**config.mk**
```make
export PLATFORM = sky130hd
export DESIGN_NAME = pwmtb_top
export DESIGN_NICKNAME = d
export VERILOG_FILES = /design/src/hw/pwmtb_pkg.sv /design/src/hw/pwmtb_duty_ch.sv /design/src/hw/pwmtb_prescaler.sv /design/src/hw/pwmtb_top.sv
export SDC_FILE = /design/constraint.sdc
export NUM_CORES = 1
export LEC_CHECK = 0
export ABC_AREA = 1
export ABC_CLOCK_PERIOD_IN_PS = 3850
export BUFFER_PORTS_ARGS = -buffer_cell sky130_fd_sc_hd__buf_2
export CORE_ASPECT_RATIO = 0.6
export CORE_MARGIN = 2
export CORE_UTILIZATION = 38
export CTS_BUF_LIST = sky130_fd_sc_hd__clkbuf_4
export DETAILED_ROUTE_END_ITERATION = 8
export GPL_TIMING_DRIVEN = 0
export SLEW_MARGIN = 10
export SYNTH_ARGS = -nofsm -noshare
export SYNTH_HDL_FRONTEND = slang
export SYNTH_HIERARCHICAL = 1
export SYNTH_SLANG_ARGS = --single-unit
```
**constraint.sdc**
```tcl
create_clock -name pclk -period 3.85 [get_ports pclk]
set_input_delay 0.1925 -clock pclk [delete_from_list [all_inputs] [get_ports pclk]]
set_output_delay 0.1925 -clock pclk [all_outputs]
set_load 0.05 [all_outputs]
```
**src/hw/pwmtb_pkg.sv**
```systemverilog
// Package with register map, field positions and constants of the PWM time base.
// Operation
// (RL1) Counter advances on CPU clock divided by a programmable prescaler; 12-bit count and compares.
// (RL2) Run bit 7 of control one starts the time base; clear keeps it idle.
// (RL3) Period buffer loads into reload on run rising edge, or on event with load.
// (RL4) Duty buffers load to compares only with load, run and a match or underflow.
// (RL5) Compare above the active reload keeps that channel output high.
// (RL6) Compare 000H holds output low; FFFH holds it high.
// (RL7) Programming mode tri-states pins and stops; on exit pins show port latch.
// (RL8) Period writes go to a holding register, never straight to the reload.
// (RL9) Each 12-bit value joins high byte low nibble above the low byte.
// (RL10) Period and duty are double buffered: software buffer and active buffer.
// (RL11) Edge mode counts up from 0; duty match drives generator output low.
// (RL12) Edge mode period match drives output high, loads if set, requests interrupt.
// (RL13) Edge period is period plus one ticks; high time is duty ticks.
// (RL14) Centre mode period lasts twice the period value in ticks.
// (RL15) Centre mode high time is twice duty minus one ticks.
// (RL16) Interrupt once per period: edge on match, centre on underflow.
// (RL17) After reset each channel level follows its polarity setting.
// (RL18) PWM pins are high impedance right after reset.
// (RL19) Centre mode counts up, turns down at period, loads on underflow.
// (RL20) Centre interrupt at underflow when type bit 0, at up period match when 1.
// (RL21) Edge mode counter restarts from zero the tick after period match.
// (RL22) With load clear at an event, active period and duty stay unchanged.
package pwmtb_pkg;
    localparam int CNT_W     = 12;
    localparam int NUM_CH    = 4;
    localparam int PRE_W     = 7;
    localparam int PSEL_W    = 3;
    localparam int ADDR_W    = 8;
    localparam int REG_IDX_W = 4;

    // Byte addresses of the registers.
    localparam logic [ADDR_W-1:0] OFF_CTRL_ONE   = 8'h00;
    localparam logic [ADDR_W-1:0] OFF_CTRL_THREE = 8'h04;
    localparam logic [ADDR_W-1:0] OFF_POLARITY   = 8'h08;
    localparam logic [ADDR_W-1:0] OFF_PERIOD_LO  = 8'h0C;
    localparam logic [ADDR_W-1:0] OFF_PERIOD_HI  = 8'h10;
    localparam logic [ADDR_W-1:0] OFF_DUTY_BASE  = 8'h14;
    localparam logic [ADDR_W-1:0] OFF_DUTY_STEP  = 8'h08;
    localparam logic [ADDR_W-1:0] OFF_DUTY_HI    = 8'h04;
    localparam logic [ADDR_W-1:0] OFF_STATUS     = 8'h34;

    // Decoded register indices.
    localparam logic [REG_IDX_W-1:0] IDX_CTRL_ONE   = 4'h0;
    localparam logic [REG_IDX_W-1:0] IDX_CTRL_THREE = 4'h1;
    localparam logic [REG_IDX_W-1:0] IDX_POLARITY   = 4'h2;
    localparam logic [REG_IDX_W-1:0] IDX_PERIOD_LO  = 4'h3;
    localparam logic [REG_IDX_W-1:0] IDX_PERIOD_HI  = 4'h4;
    localparam logic [REG_IDX_W-1:0] IDX_DUTY_LO0   = 4'h5;
    localparam logic [REG_IDX_W-1:0] IDX_STATUS     = 4'hD;
    localparam logic [REG_IDX_W-1:0] IDX_NONE       = 4'hF;

    // Control one fields.
    localparam int BIT_RUN    = 7;
    localparam int BIT_LOAD   = 6;
    localparam int BIT_CENTRE = 5;
    localparam int PSEL_LSB   = 0;
    // Control three fields.
    localparam int BIT_INT_TYPE = 0;
    localparam int BIT_IRQ_EN   = 1;
    // Status fields.
    localparam int BIT_ST_DOWN  = 12;
    localparam int BIT_ST_RUN   = 13;

    localparam int LOW_W  = 8;
    localparam int HIGH_W = 4;

    localparam logic [CNT_W-1:0]  DUTY_ZERO     = 12'h000;
    localparam logic [CNT_W-1:0]  DUTY_FULL     = 12'hFFF;
    localparam logic [CNT_W-1:0]  CNT_ONE       = 12'h001;
    localparam logic [CNT_W-1:0]  PERIOD_RESET  = 12'h000;
    localparam logic [PRE_W-1:0]  PRE_ONE       = 7'h01;
    localparam logic [7:0]        CTRL_RESET    = 8'h00;
    localparam logic [NUM_CH-1:0] POL_RESET     = 4'h0;
endpackage

```
**src/hw/pwmtb_duty_ch.sv**
```systemverilog
// One duty compare channel: turns counter position into the generator level.
`timescale 1ns/1ps
module pwmtb_duty_ch
    import pwmtb_pkg::*;
(
    input  wire logic             pclk,    // CPU clock
    input  wire logic             presetn, // Asynchronous reset, active low
    input  wire logic             active,  // Time base running
    input  wire logic             centre,  // Centre-aligned mode
    input  wire logic             down,    // Counter counting down
    input  wire logic [CNT_W-1:0] cnt,     // Counter value
    input  wire logic [CNT_W-1:0] period,  // Active reload value
    input  wire logic [CNT_W-1:0] duty,    // Active compare value
    output logic                  gen_out  // Generator level, positive logic
);
    logic next_gen_out;

    always_comb begin
        if (duty == DUTY_ZERO) begin
            next_gen_out = 1'b0; // [RL6]
        end else if (duty == DUTY_FULL || duty > period) begin
            next_gen_out = 1'b1; // [RL5] [RL6]
        end else if (!centre) begin
            next_gen_out = (cnt < duty); // [RL11] [RL13]
        end else if (down) begin
            next_gen_out = (cnt < duty); // [RL19] [RL15]
        end else begin
            next_gen_out = (cnt < duty) && (cnt != DUTY_ZERO); // [RL15]
        end
    end

    always_ff @(posedge pclk or negedge presetn) begin
        if (!presetn) begin
            gen_out <= 1'b0; // [RL17]
        end else if (!active) begin
            gen_out <= 1'b0;
        end else begin
            gen_out <= next_gen_out;
        end
    end
endmodule

```
**src/hw/pwmtb_prescaler.sv**
```systemverilog
// Prescaler that divides the CPU clock into PWM counter ticks.
`timescale 1ns/1ps
module pwmtb_prescaler
    import pwmtb_pkg::*;
(
    input  wire logic              pclk,     // CPU clock
    input  wire logic              presetn,  // Asynchronous reset, active low
    input  wire logic              active,   // Time base running
    input  wire logic [PSEL_W-1:0] psel_div, // Divide by two to this power
    output logic                   tick      // One-cycle counter advance
);
    logic [PRE_W-1:0] pcnt;
    logic [PRE_W-1:0] limit;

    assign limit = PRE_W'((PRE_ONE << psel_div) - PRE_ONE);

    always_ff @(posedge pclk or negedge presetn) begin
        if (!presetn) begin
            pcnt <= '0;
            tick <= 1'b0;
        end else if (!active) begin
            pcnt <= '0;
            tick <= 1'b0;
        end else if (pcnt >= limit) begin // [RL1]
            pcnt <= '0;
            tick <= 1'b1;
        end else begin
            pcnt <= PRE_W'(pcnt + PRE_ONE);
            tick <= 1'b0;
        end
    end
endmodule

```
**src/hw/pwmtb_top.sv**
```systemverilog
// PWM time base with four duty channels and an APB register slave.
`timescale 1ns/1ps
module pwmtb_top
    import pwmtb_pkg::*;
(
    input  wire logic              pclk,      // CPU clock, 40 MHz
    input  wire logic              presetn,   // Asynchronous reset, active low
    input  wire logic              psel,      // APB select
    input  wire logic              penable,   // APB enable
    input  wire logic              pwrite,    // APB write
    input  wire logic [ADDR_W-1:0] paddr,     // APB byte address
    input  wire logic [31:0]       pwdata,    // APB write data
    output logic      [31:0]       prdata,    // APB read data
    output logic                   pready,    // APB ready
    output logic                   pslverr,   // APB error, unmapped address
    input  wire logic              icp_mode,  // Programming mode pin
    input  wire logic [NUM_CH-1:0] port_latch, // Port register values
    output logic      [NUM_CH-1:0] pwm_out,   // PWM pin levels
    output logic      [NUM_CH-1:0] pwm_oe,    // PWM pin drive enables
    output logic                   pwm_irq    // Period interrupt request pulse
);
    // ***************************************************************
    // Register decode
    // ***************************************************************
    function automatic logic [REG_IDX_W-1:0] decode_reg(input logic [ADDR_W-1:0] a);
        logic [REG_IDX_W-1:0] idx;
        idx = IDX_NONE;
        if (a == OFF_CTRL_ONE) begin
            idx = IDX_CTRL_ONE;
        end else if (a == OFF_CTRL_THREE) begin
            idx = IDX_CTRL_THREE;
        end else if (a == OFF_POLARITY) begin
            idx = IDX_POLARITY;
        end else if (a == OFF_PERIOD_LO) begin
            idx = IDX_PERIOD_LO;
        end else if (a == OFF_PERIOD_HI) begin
            idx = IDX_PERIOD_HI;
        end else if (a == OFF_STATUS) begin
            idx = IDX_STATUS;
        end else begin
            for (int c = 0; c < NUM_CH; c++) begin
                if (a == ADDR_W'(OFF_DUTY_BASE + OFF_DUTY_STEP * c)) begin
                    idx = REG_IDX_W'(IDX_DUTY_LO0 + 2 * c);
                end
                if (a == ADDR_W'(OFF_DUTY_BASE + OFF_DUTY_STEP * c + OFF_DUTY_HI)) begin
                    idx = REG_IDX_W'(IDX_DUTY_LO0 + 2 * c + 1);
                end
            end
        end
        return idx;
    endfunction

    // ***************************************************************
    // State
    // ***************************************************************
    typedef enum logic [1:0] {
        PWMTB_IDLE = 2'b01,
        PWMTB_RUN  = 2'b10
    } pwmtb_state_e;

    pwmtb_state_e         state;
    logic [7:0]           ctrl_one;
    logic [7:0]           ctrl_three;
    logic [NUM_CH-1:0]    polarity;
    logic [CNT_W-1:0]     period_buf;
    logic [CNT_W-1:0]     period_act;
    logic [CNT_W-1:0]     duty_buf [NUM_CH];
    logic [CNT_W-1:0]     duty_act [NUM_CH];
    logic [CNT_W-1:0]     cnt;
    logic                 down;
    logic                 icp_meta;
    logic                 icp_sync;
    logic                 icp_prev;
    logic                 port_mode;
    logic                 drive_en;
    logic                 run_prev;
    logic                 tick;
    logic [NUM_CH-1:0]    gen_out;

    logic                 run_bit;
    logic                 load_bit;
    logic                 centre;
    logic                 active;
    logic                 run_rise;
    logic                 up_match;
    logic                 underflow;
    logic                 period_event;
    logic                 irq_event;
    logic                 wr_en;
    logic [REG_IDX_W-1:0] wr_idx;
    logic [REG_IDX_W-1:0] rd_idx;
    logic [31:0]          next_prdata;

    assign run_bit  = ctrl_one[BIT_RUN];
    assign load_bit = ctrl_one[BIT_LOAD];
    assign centre   = ctrl_one[BIT_CENTRE];
    assign active   = (state == PWMTB_RUN); // [RL2]
    assign run_rise = run_bit && !run_prev && !icp_sync;
    assign wr_en    = psel && penable && pready && pwrite;
    assign wr_idx   = decode_reg(paddr);
    assign rd_idx   = decode_reg(paddr);

    // ***************************************************************
    // Programming mode synchroniser
    // ***************************************************************
    always_ff @(posedge pclk or negedge presetn) begin
        if (!presetn) begin
            icp_meta <= 1'b0;
            icp_sync <= 1'b0;
            icp_prev <= 1'b0;
        end else begin
            icp_meta <= icp_mode;
            icp_sync <= icp_meta;
            icp_prev <= icp_sync;
        end
    end

    // ***************************************************************
    // Run state machine
    // ***************************************************************
    always_ff @(posedge pclk or negedge presetn) begin
        if (!presetn) begin
            state    <= PWMTB_IDLE;
            run_prev <= 1'b0;
        end else begin
            run_prev <= run_bit && !icp_sync;
            case (state)
                PWMTB_IDLE: begin
                    if (run_rise) begin
                        state <= PWMTB_RUN; // [RL2]
                    end
                end
                PWMTB_RUN: begin
                    if (!run_bit || icp_sync) begin
                        state <= PWMTB_IDLE; // [RL2] [RL7]
                    end
                end
                default: begin
                    state <= PWMTB_IDLE;
                end
            endcase
        end
    end

    // ***************************************************************
    // Counter
    // ***************************************************************
    pwmtb_prescaler u_prescaler (
        .pclk     (pclk),
        .presetn  (presetn),
        .active   (active),
        .psel_div (ctrl_one[PSEL_LSB +: PSEL_W]),
        .tick     (tick)
    );

    assign up_match     = tick && !down && (cnt == period_act);
    assign underflow    = tick && down && (cnt == DUTY_ZERO);
    assign period_event = centre ? underflow : up_match; // [RL16]
    assign irq_event    = centre ? (ctrl_three[BIT_INT_TYPE] ? up_match : underflow)
                                 : up_match; // [RL20] [RL16]

    always_ff @(posedge pclk or negedge presetn) begin
        if (!presetn) begin
            cnt  <= '0;
            down <= 1'b0;
        end else if (!active) begin
            cnt  <= '0;
            down <= 1'b0;
        end else if (tick) begin
            if (!centre) begin
                down <= 1'b0;
                if (cnt == period_act) begin
                    cnt <= '0; // [RL21] [RL13]
                end else begin
                    cnt <= CNT_W'(cnt + CNT_ONE); // [RL11]
                end
            end else if (!down) begin
                if (cnt == period_act) begin
                    down <= 1'b1; // [RL19] [RL14]
                    cnt  <= CNT_W'(cnt - CNT_ONE);
                end else begin
                    cnt <= CNT_W'(cnt + CNT_ONE);
                end
            end else if (cnt == DUTY_ZERO) begin
                down <= 1'b0; // [RL19]
                cnt  <= CNT_ONE;
            end else begin
                cnt <= CNT_W'(cnt - CNT_ONE);
            end
        end
    end

    // ***************************************************************
    // Active period and compare buffers
    // ***************************************************************
    always_ff @(posedge pclk or negedge presetn) begin
        if (!presetn) begin
            period_act <= PERIOD_RESET;
        end else if (run_rise) begin
            period_act <= period_buf; // [RL3]
        end else if (active && load_bit && period_event) begin
            period_act <= period_buf; // [RL3] [RL10] [RL12] [RL19]
        end
    end

    generate
        for (genvar c = 0; c < NUM_CH; c++) begin : g_ch
            always_ff @(posedge pclk or negedge presetn) begin
                if (!presetn) begin
                    duty_act[c] <= DUTY_ZERO;
                end else if (active && load_bit && period_event) begin
                    duty_act[c] <= duty_buf[c]; // [RL4] [RL10] [RL22]
                end
            end

            pwmtb_duty_ch u_ch (
                .pclk    (pclk),
                .presetn (presetn),
                .active  (active),
                .centre  (centre),
                .down    (down),
                .cnt     (cnt),
                .period  (period_act),
                .duty    (duty_act[c]),
                .gen_out (gen_out[c])
            );
        end
    endgenerate

    // ***************************************************************
    // Interrupt request
    // ***************************************************************
    always_ff @(posedge pclk or negedge presetn) begin
        if (!presetn) begin
            pwm_irq <= 1'b0;
        end else begin
            pwm_irq <= active && irq_event && ctrl_three[BIT_IRQ_EN]; // [RL12] [RL16]
        end
    end

    // ***************************************************************
    // Pin drive
    // ***************************************************************
    always_ff @(posedge pclk or negedge presetn) begin
        if (!presetn) begin
            drive_en  <= 1'b0; // [RL18]
            port_mode <= 1'b0;
        end else if (icp_sync) begin
            drive_en  <= 1'b0; // [RL7]
            port_mode <= 1'b0;
        end else if (icp_prev) begin
            drive_en  <= 1'b1; // [RL7]
            port_mode <= 1'b1;
        end else if (run_rise) begin
            drive_en  <= 1'b1;
            port_mode <= 1'b0;
        end
    end

    always_ff @(posedge pclk or negedge presetn) begin
        if (!presetn) begin
            pwm_out <= '0;
            pwm_oe  <= '0; // [RL18]
        end else begin
            pwm_oe  <= (drive_en && !icp_sync) ? '1 : '0; // [RL7]
            if (port_mode) begin
                pwm_out <= port_latch; // [RL7]
            end else begin
                pwm_out <= gen_out ^ polarity; // [RL17]
            end
        end
    end

    // ***************************************************************
    // Register writes
    // ***************************************************************
    always_ff @(posedge pclk or negedge presetn) begin
        if (!presetn) begin
            ctrl_one   <= CTRL_RESET;
            ctrl_three <= CTRL_RESET;
            polarity   <= POL_RESET;
            period_buf <= PERIOD_RESET;
        end else if (wr_en) begin
            case (wr_idx)
                IDX_CTRL_ONE:   ctrl_one   <= pwdata[7:0];
                IDX_CTRL_THREE: ctrl_three <= pwdata[7:0];
                IDX_POLARITY:   polarity   <= pwdata[NUM_CH-1:0];
                IDX_PERIOD_LO:  period_buf[LOW_W-1:0] <= pwdata[LOW_W-1:0]; // [RL8] [RL9]
                IDX_PERIOD_HI:  period_buf[CNT_W-1:LOW_W] <= pwdata[HIGH_W-1:0]; // [RL8] [RL9]
                default: begin
                end
            endcase
        end
    end

    generate
        for (genvar c = 0; c < NUM_CH; c++) begin : g_dbuf
            always_ff @(posedge pclk or negedge presetn) begin
                if (!presetn) begin
                    duty_buf[c] <= DUTY_ZERO;
                end else if (wr_en && wr_idx == REG_IDX_W'(IDX_DUTY_LO0 + 2 * c)) begin
                    duty_buf[c][LOW_W-1:0] <= pwdata[LOW_W-1:0]; // [RL9] [RL10]
                end else if (wr_en && wr_idx == REG_IDX_W'(IDX_DUTY_LO0 + 2 * c + 1)) begin
                    duty_buf[c][CNT_W-1:LOW_W] <= pwdata[HIGH_W-1:0]; // [RL9] [RL10]
                end
            end
        end
    endgenerate

    // ***************************************************************
    // Register reads and APB answer
    // ***************************************************************
    always_comb begin
        next_prdata = '0;
        case (rd_idx)
            IDX_CTRL_ONE:   next_prdata[7:0] = ctrl_one;
            IDX_CTRL_THREE: next_prdata[7:0] = ctrl_three;
            IDX_POLARITY:   next_prdata[NUM_CH-1:0] = polarity;
            IDX_PERIOD_LO:  next_prdata[LOW_W-1:0] = period_buf[LOW_W-1:0];
            IDX_PERIOD_HI:  next_prdata[HIGH_W-1:0] = period_buf[CNT_W-1:LOW_W];
            IDX_STATUS: begin
                next_prdata[CNT_W-1:0]  = cnt;
                next_prdata[BIT_ST_DOWN] = down;
                next_prdata[BIT_ST_RUN]  = active;
            end
            default: begin
                for (int c = 0; c < NUM_CH; c++) begin
                    if (rd_idx == REG_IDX_W'(IDX_DUTY_LO0 + 2 * c)) begin
                        next_prdata[LOW_W-1:0] = duty_buf[c][LOW_W-1:0];
                    end
                    if (rd_idx == REG_IDX_W'(IDX_DUTY_LO0 + 2 * c + 1)) begin
                        next_prdata[HIGH_W-1:0] = duty_buf[c][CNT_W-1:LOW_W];
                    end
                end
            end
        endcase
    end

    always_ff @(posedge pclk or negedge presetn) begin
        if (!presetn) begin
            prdata  <= '0;
            pready  <= 1'b0;
            pslverr <= 1'b0;
        end else begin
            pready  <= psel && !penable;
            pslverr <= psel && !penable && (rd_idx == IDX_NONE);
            if (psel && !penable && !pwrite) begin
                prdata <= next_prdata;
            end
        end
    end
endmodule

```
==> results by group <==
Power and ir drop
  • Leakage dissipation: 7.103 nW
  • Total power draw: 3.526 mW
  • P per Cell Area: 257.2 nW/um^2
  • Max VDD drop: 0.2043 mV

Setup path
  • Category of cells accounting for the largest share of critical-path delay: simple AND/OR/NAND/NOR gates
  • CP max stage cell: sky130_fd_sc_hd__dfrtp_1
  • Endpoint required time on the critical path: 4.37 ns
  • Max incr delay on CP: 0.64 ns
  • Kind of end point of the critical path: register
  • Reg2reg path depth: 10
  • Arrival time worst endpoint: 3.24 ns
  • Kind of critical path: reg -> reg
  • CP Max Fanout: 13
  • CP Launch Type: register
  • Critical path cell sequence: inv_1 > nand2_1 > nor3_1 > nand4_1 > a21oi_2 > nand2_2 > buf_6 > buf_6 > nand2_1 > nand2_1
  • WP buf/inv: 3
  • CP most frequent cell: sky130_fd_sc_hd__nand2_1
  • Stages on worst setup path: 10

Synth
  • Sequential area share after synthesis: 0.3958
  • Gate Count Post-Synth: 1,662
  • Combinational family with the most area after synthesis: simple AND/OR/NAND/NOR gates
  • Count of warnings emitted by yosys: 6
  • Netlist area before placement: 12,330 sq um
  • Portion of netlist area occupied by mux cells: 0
  • Yosys reg bits: 195
  • Area fraction in compound gates after synthesis: 0.09304
  • Area share of fa/ha/maj cells after synthesis: 0.1045
  • Mean cell area of the mapped netlist: 7.420 sq um
  • Dominant register cell in the synthesized netlist: sky130_fd_sc_hd__dfrtp_1
  • Post-synth top area share: 0.3937
  • Cell taking the most area after synthesis: sky130_fd_sc_hd__dfrtp_1
  • Number of library cell types mapped by synthesis: 42
  • Synth area leaders: sky130_fd_sc_hd__dfrtp_1 39%, sky130_fd_sc_hd__nand2_1 15%, sky130_fd_sc_hd__ha_1 10%, sky130_fd_sc_hd__inv_1 6.8%, sky130_fd_sc_hd__o21ai_0 4.8%
  • Post-synth EDFFs: 0
  • Basic-gate share of the synthesized area counting and, or, nand and nor cells: 0.2849
  • Fraction of synthesized cell area in xor and xnor cells: 0.02202
  • Share of synthesized flip-flops with an asynchronous set or reset: 1.000

Detailed routing
  • First drt pass iteration count: 5
  • Wire length on met1: 20,510 um
  • Total via count in the routed design: 11,260
  • Detailed route wirelength on metal3: 4038 um
  • DRC violations left: 0
  • Highest routing layer actually used: met4
  • Via-to-Cell Ratio: 5.104
  • First DRT Iteration DRCs: 1,179
  • Antenna-violating nets left: 0
  • Final WL: 39,100 um
  • Met2 Wirelength: 14,100 um
  • Average routed wire per standard cell: 17.73 um

Die
  • Die Width: 236.6 um
  • Cell row count: 51
  • Die height: 143.5 um
  • Area enclosed by the die boundary: 33,960 sq um
  • Starting density of the core: 0.3834
  • Area inside the core boundary: 32,160 sq um
  • IO Count: 93

Placement
  • Area of placed instances: 13,210 sq um
  • Weighted congestion reported at the end of routability-driven placement: 0.9367
  • Cells after DPL: 2,154
  • Half-perimeter wire length after detailed placement: 29,880 um
  • Port buffer count: 50

Final layout
  • Final std cells w/o fill: 2,205
  • Area Overhead vs Synth: 11.19%
  • Most common library cell in the layout ignoring fill and taps: sky130_fd_sc_hd__nand2_1
  • Final core utilization: 0.4264
  • Count of nets after finishing: 1,921
  • Fill cell count: 3,369
  • Fraction of layout instances using a drive strength above 1: 0.09270
  • Register cell area after layout: 4881 sq um
  • Commonest non-fill, non-tap cells in the layout: 504 x sky130_fd_sc_hd__nand2_1, 225 x sky130_fd_sc_hd__inv_1, 194 x sky130_fd_sc_hd__dfrtp_1, 121 x sky130_fd_sc_hd__nor2_1, 118 x sky130_fd_sc_hd__o21ai_0
  • Area of the multi-input gates: 6289 sq um
  • Layout Cell Area excl Fill: 13,710 sq um

STA
  • Final clock skew: 0.03242 ns
  • Final Critical Period: 2.723 ns
  • Unrepaired setup endpoints after global routing: no
  • Transition at the pin with the smallest max-transition slack: 0.9096 ns
  • Max Clock Freq: 367.2 MHz
  • Final hold violation count: 0
  • Final total negative setup slack: 0 ns
  • Final Max Slew Viols: 0
  • Final critical-path share of the clock period: 0.7074
  • Worst slew margin: 0.3936
  • Setup violations, final: 0

Clock network
  • TritonCTS sink count: 195
  • Clock Latency Late Sink: 0.63 ns
  • Buffer count from post-CTS setup fixing: 0
  • TritonCTS clock tree: yes
  • Post-CTS Resized: 0
  • CTS HTree Levels: 4
  • Clk pin slew, worst setup/hold paths: 0.16 ns
  • CTS buffer count: 17
  • Clock root buffer: sky130_fd_sc_hd__clkbuf_4
  • Max Buffers Root-to-Sink: 2
  • Number of buffers added to fix hold violations after cts: 19

GRT
  • Antenna violations before repair: 2
  • Total grt overflow: 0
  • Maximum number of pins on one net before global-route repair: 107
  • Total global routing track utilization: 0.2379
  • First-pass GRT wire length: 60,660 um
  • Vias in the first global route: 10,240

Job
  • Total of max-cap violations: 0

Status
  • Result of the run: finished, final reports clean

Hold path
  • Hold Path Class: in -> async
==> worst paths after layout <==
check,to,slack (ns),start
setup / recovery,duty_act[24],1.13,cnt[8]
hold / removal,prdata[10],0.11,presetn
setup reg to reg,duty_act[24],1.13,cnt[8]
hold reg to reg,icp_sync,0.37,icp_meta
max in group asynchronous,duty_buf[15],2.71,presetn
min in group pclk,prdata[1],0.13,pwrite
==> kinds of logic after synthesis <==
family | Yosys count
compound gates | 214
xor+xnor | 31
fa+ha+maj | 103
buf+inv | 288
flops | 195
other cells | 1
simple gates | 830
==> through the flow <==
stage,setup slack [ns],hold WS [ns]
after global routing,0.9399,0.1078
final,1.127,0.1149
after detailed placement,1.276,0.2389
after floorplan,2.031,-0.1031
after CTS,1.226,0.04691
after global placement,-0.7816,0.3025
==> area by class of cell <==
cell class / count / area share
Antenna cell: 1 / 0.0001825
Buffer: 60 / 0.02701
Tap cell: 424 / 0.03869
Timing Repair Buffer: 70 / 0.03486
Clock buffer: 18 / 0.009855
Clock inverter: 13 / 0.01241
Multi-Input combinational cell: 1196 / 0.4586
Sequential cell: 195 / 0.3560
Inverter: 228 / 0.06241
==> flip-flops by register name, indices dropped and copies added, names as in the netlist, 8 cells and up <==
register,cells
ctrl_three,8
cnt,12
ctrl_one,8
duty_act,48
period_act,12
prdata,14
period_buf,12
duty_buf,48
==> per-layer routing <==
layer / vias to the layer above / global-route usage
met5: - / 0
met4: 0 / 0.04863
met3: 35 / 0.07050
met2: 425 / 0.3050
met1: 5282 / 0.3801
li1: 5513 / -
==> cells in the mapped netlist (2+ instances only) <==
library cell,n
sky130_fd_sc_hd__nand2_1,504
sky130_fd_sc_hd__inv_1,225
sky130_fd_sc_hd__dfrtp_1,194
sky130_fd_sc_hd__nor2_1,121
sky130_fd_sc_hd__o21ai_0,118
sky130_fd_sc_hd__nand3_1,105
sky130_fd_sc_hd__ha_1,103
sky130_fd_sc_hd__a21oi_1,57
sky130_fd_sc_hd__nand4_1,43
sky130_fd_sc_hd__buf_4,23
sky130_fd_sc_hd__xor2_1,22
sky130_fd_sc_hd__nor3_1,18
sky130_fd_sc_hd__buf_2,17
sky130_fd_sc_hd__clkbuf_1,16
sky130_fd_sc_hd__nor2_2,13
sky130_fd_sc_hd__o21ai_1,10
sky130_fd_sc_hd__o31ai_1,10
sky130_fd_sc_hd__xnor2_1,9
sky130_fd_sc_hd__nand2_2,6
sky130_fd_sc_hd__nand3_2,6
sky130_fd_sc_hd__nand3b_1,5
sky130_fd_sc_hd__a21o_2,4
sky130_fd_sc_hd__and2_4,4
sky130_fd_sc_hd__o22ai_1,4
sky130_fd_sc_hd__buf_6,3
sky130_fd_sc_hd__inv_2,3
sky130_fd_sc_hd__o2111ai_1,2
sky130_fd_sc_hd__o211ai_1,2
sky130_fd_sc_hd__or2_2,2
==> power by group <==
group / switching (mW) / internal, mW
Combinational: 0.184 / 0.0631
Sequential: 0.0110 / 2.06
Clock: 0.789 / 0.415
Total: 0.984 / 2.54
No activity file was read; power rests on OpenSTA's default activity.
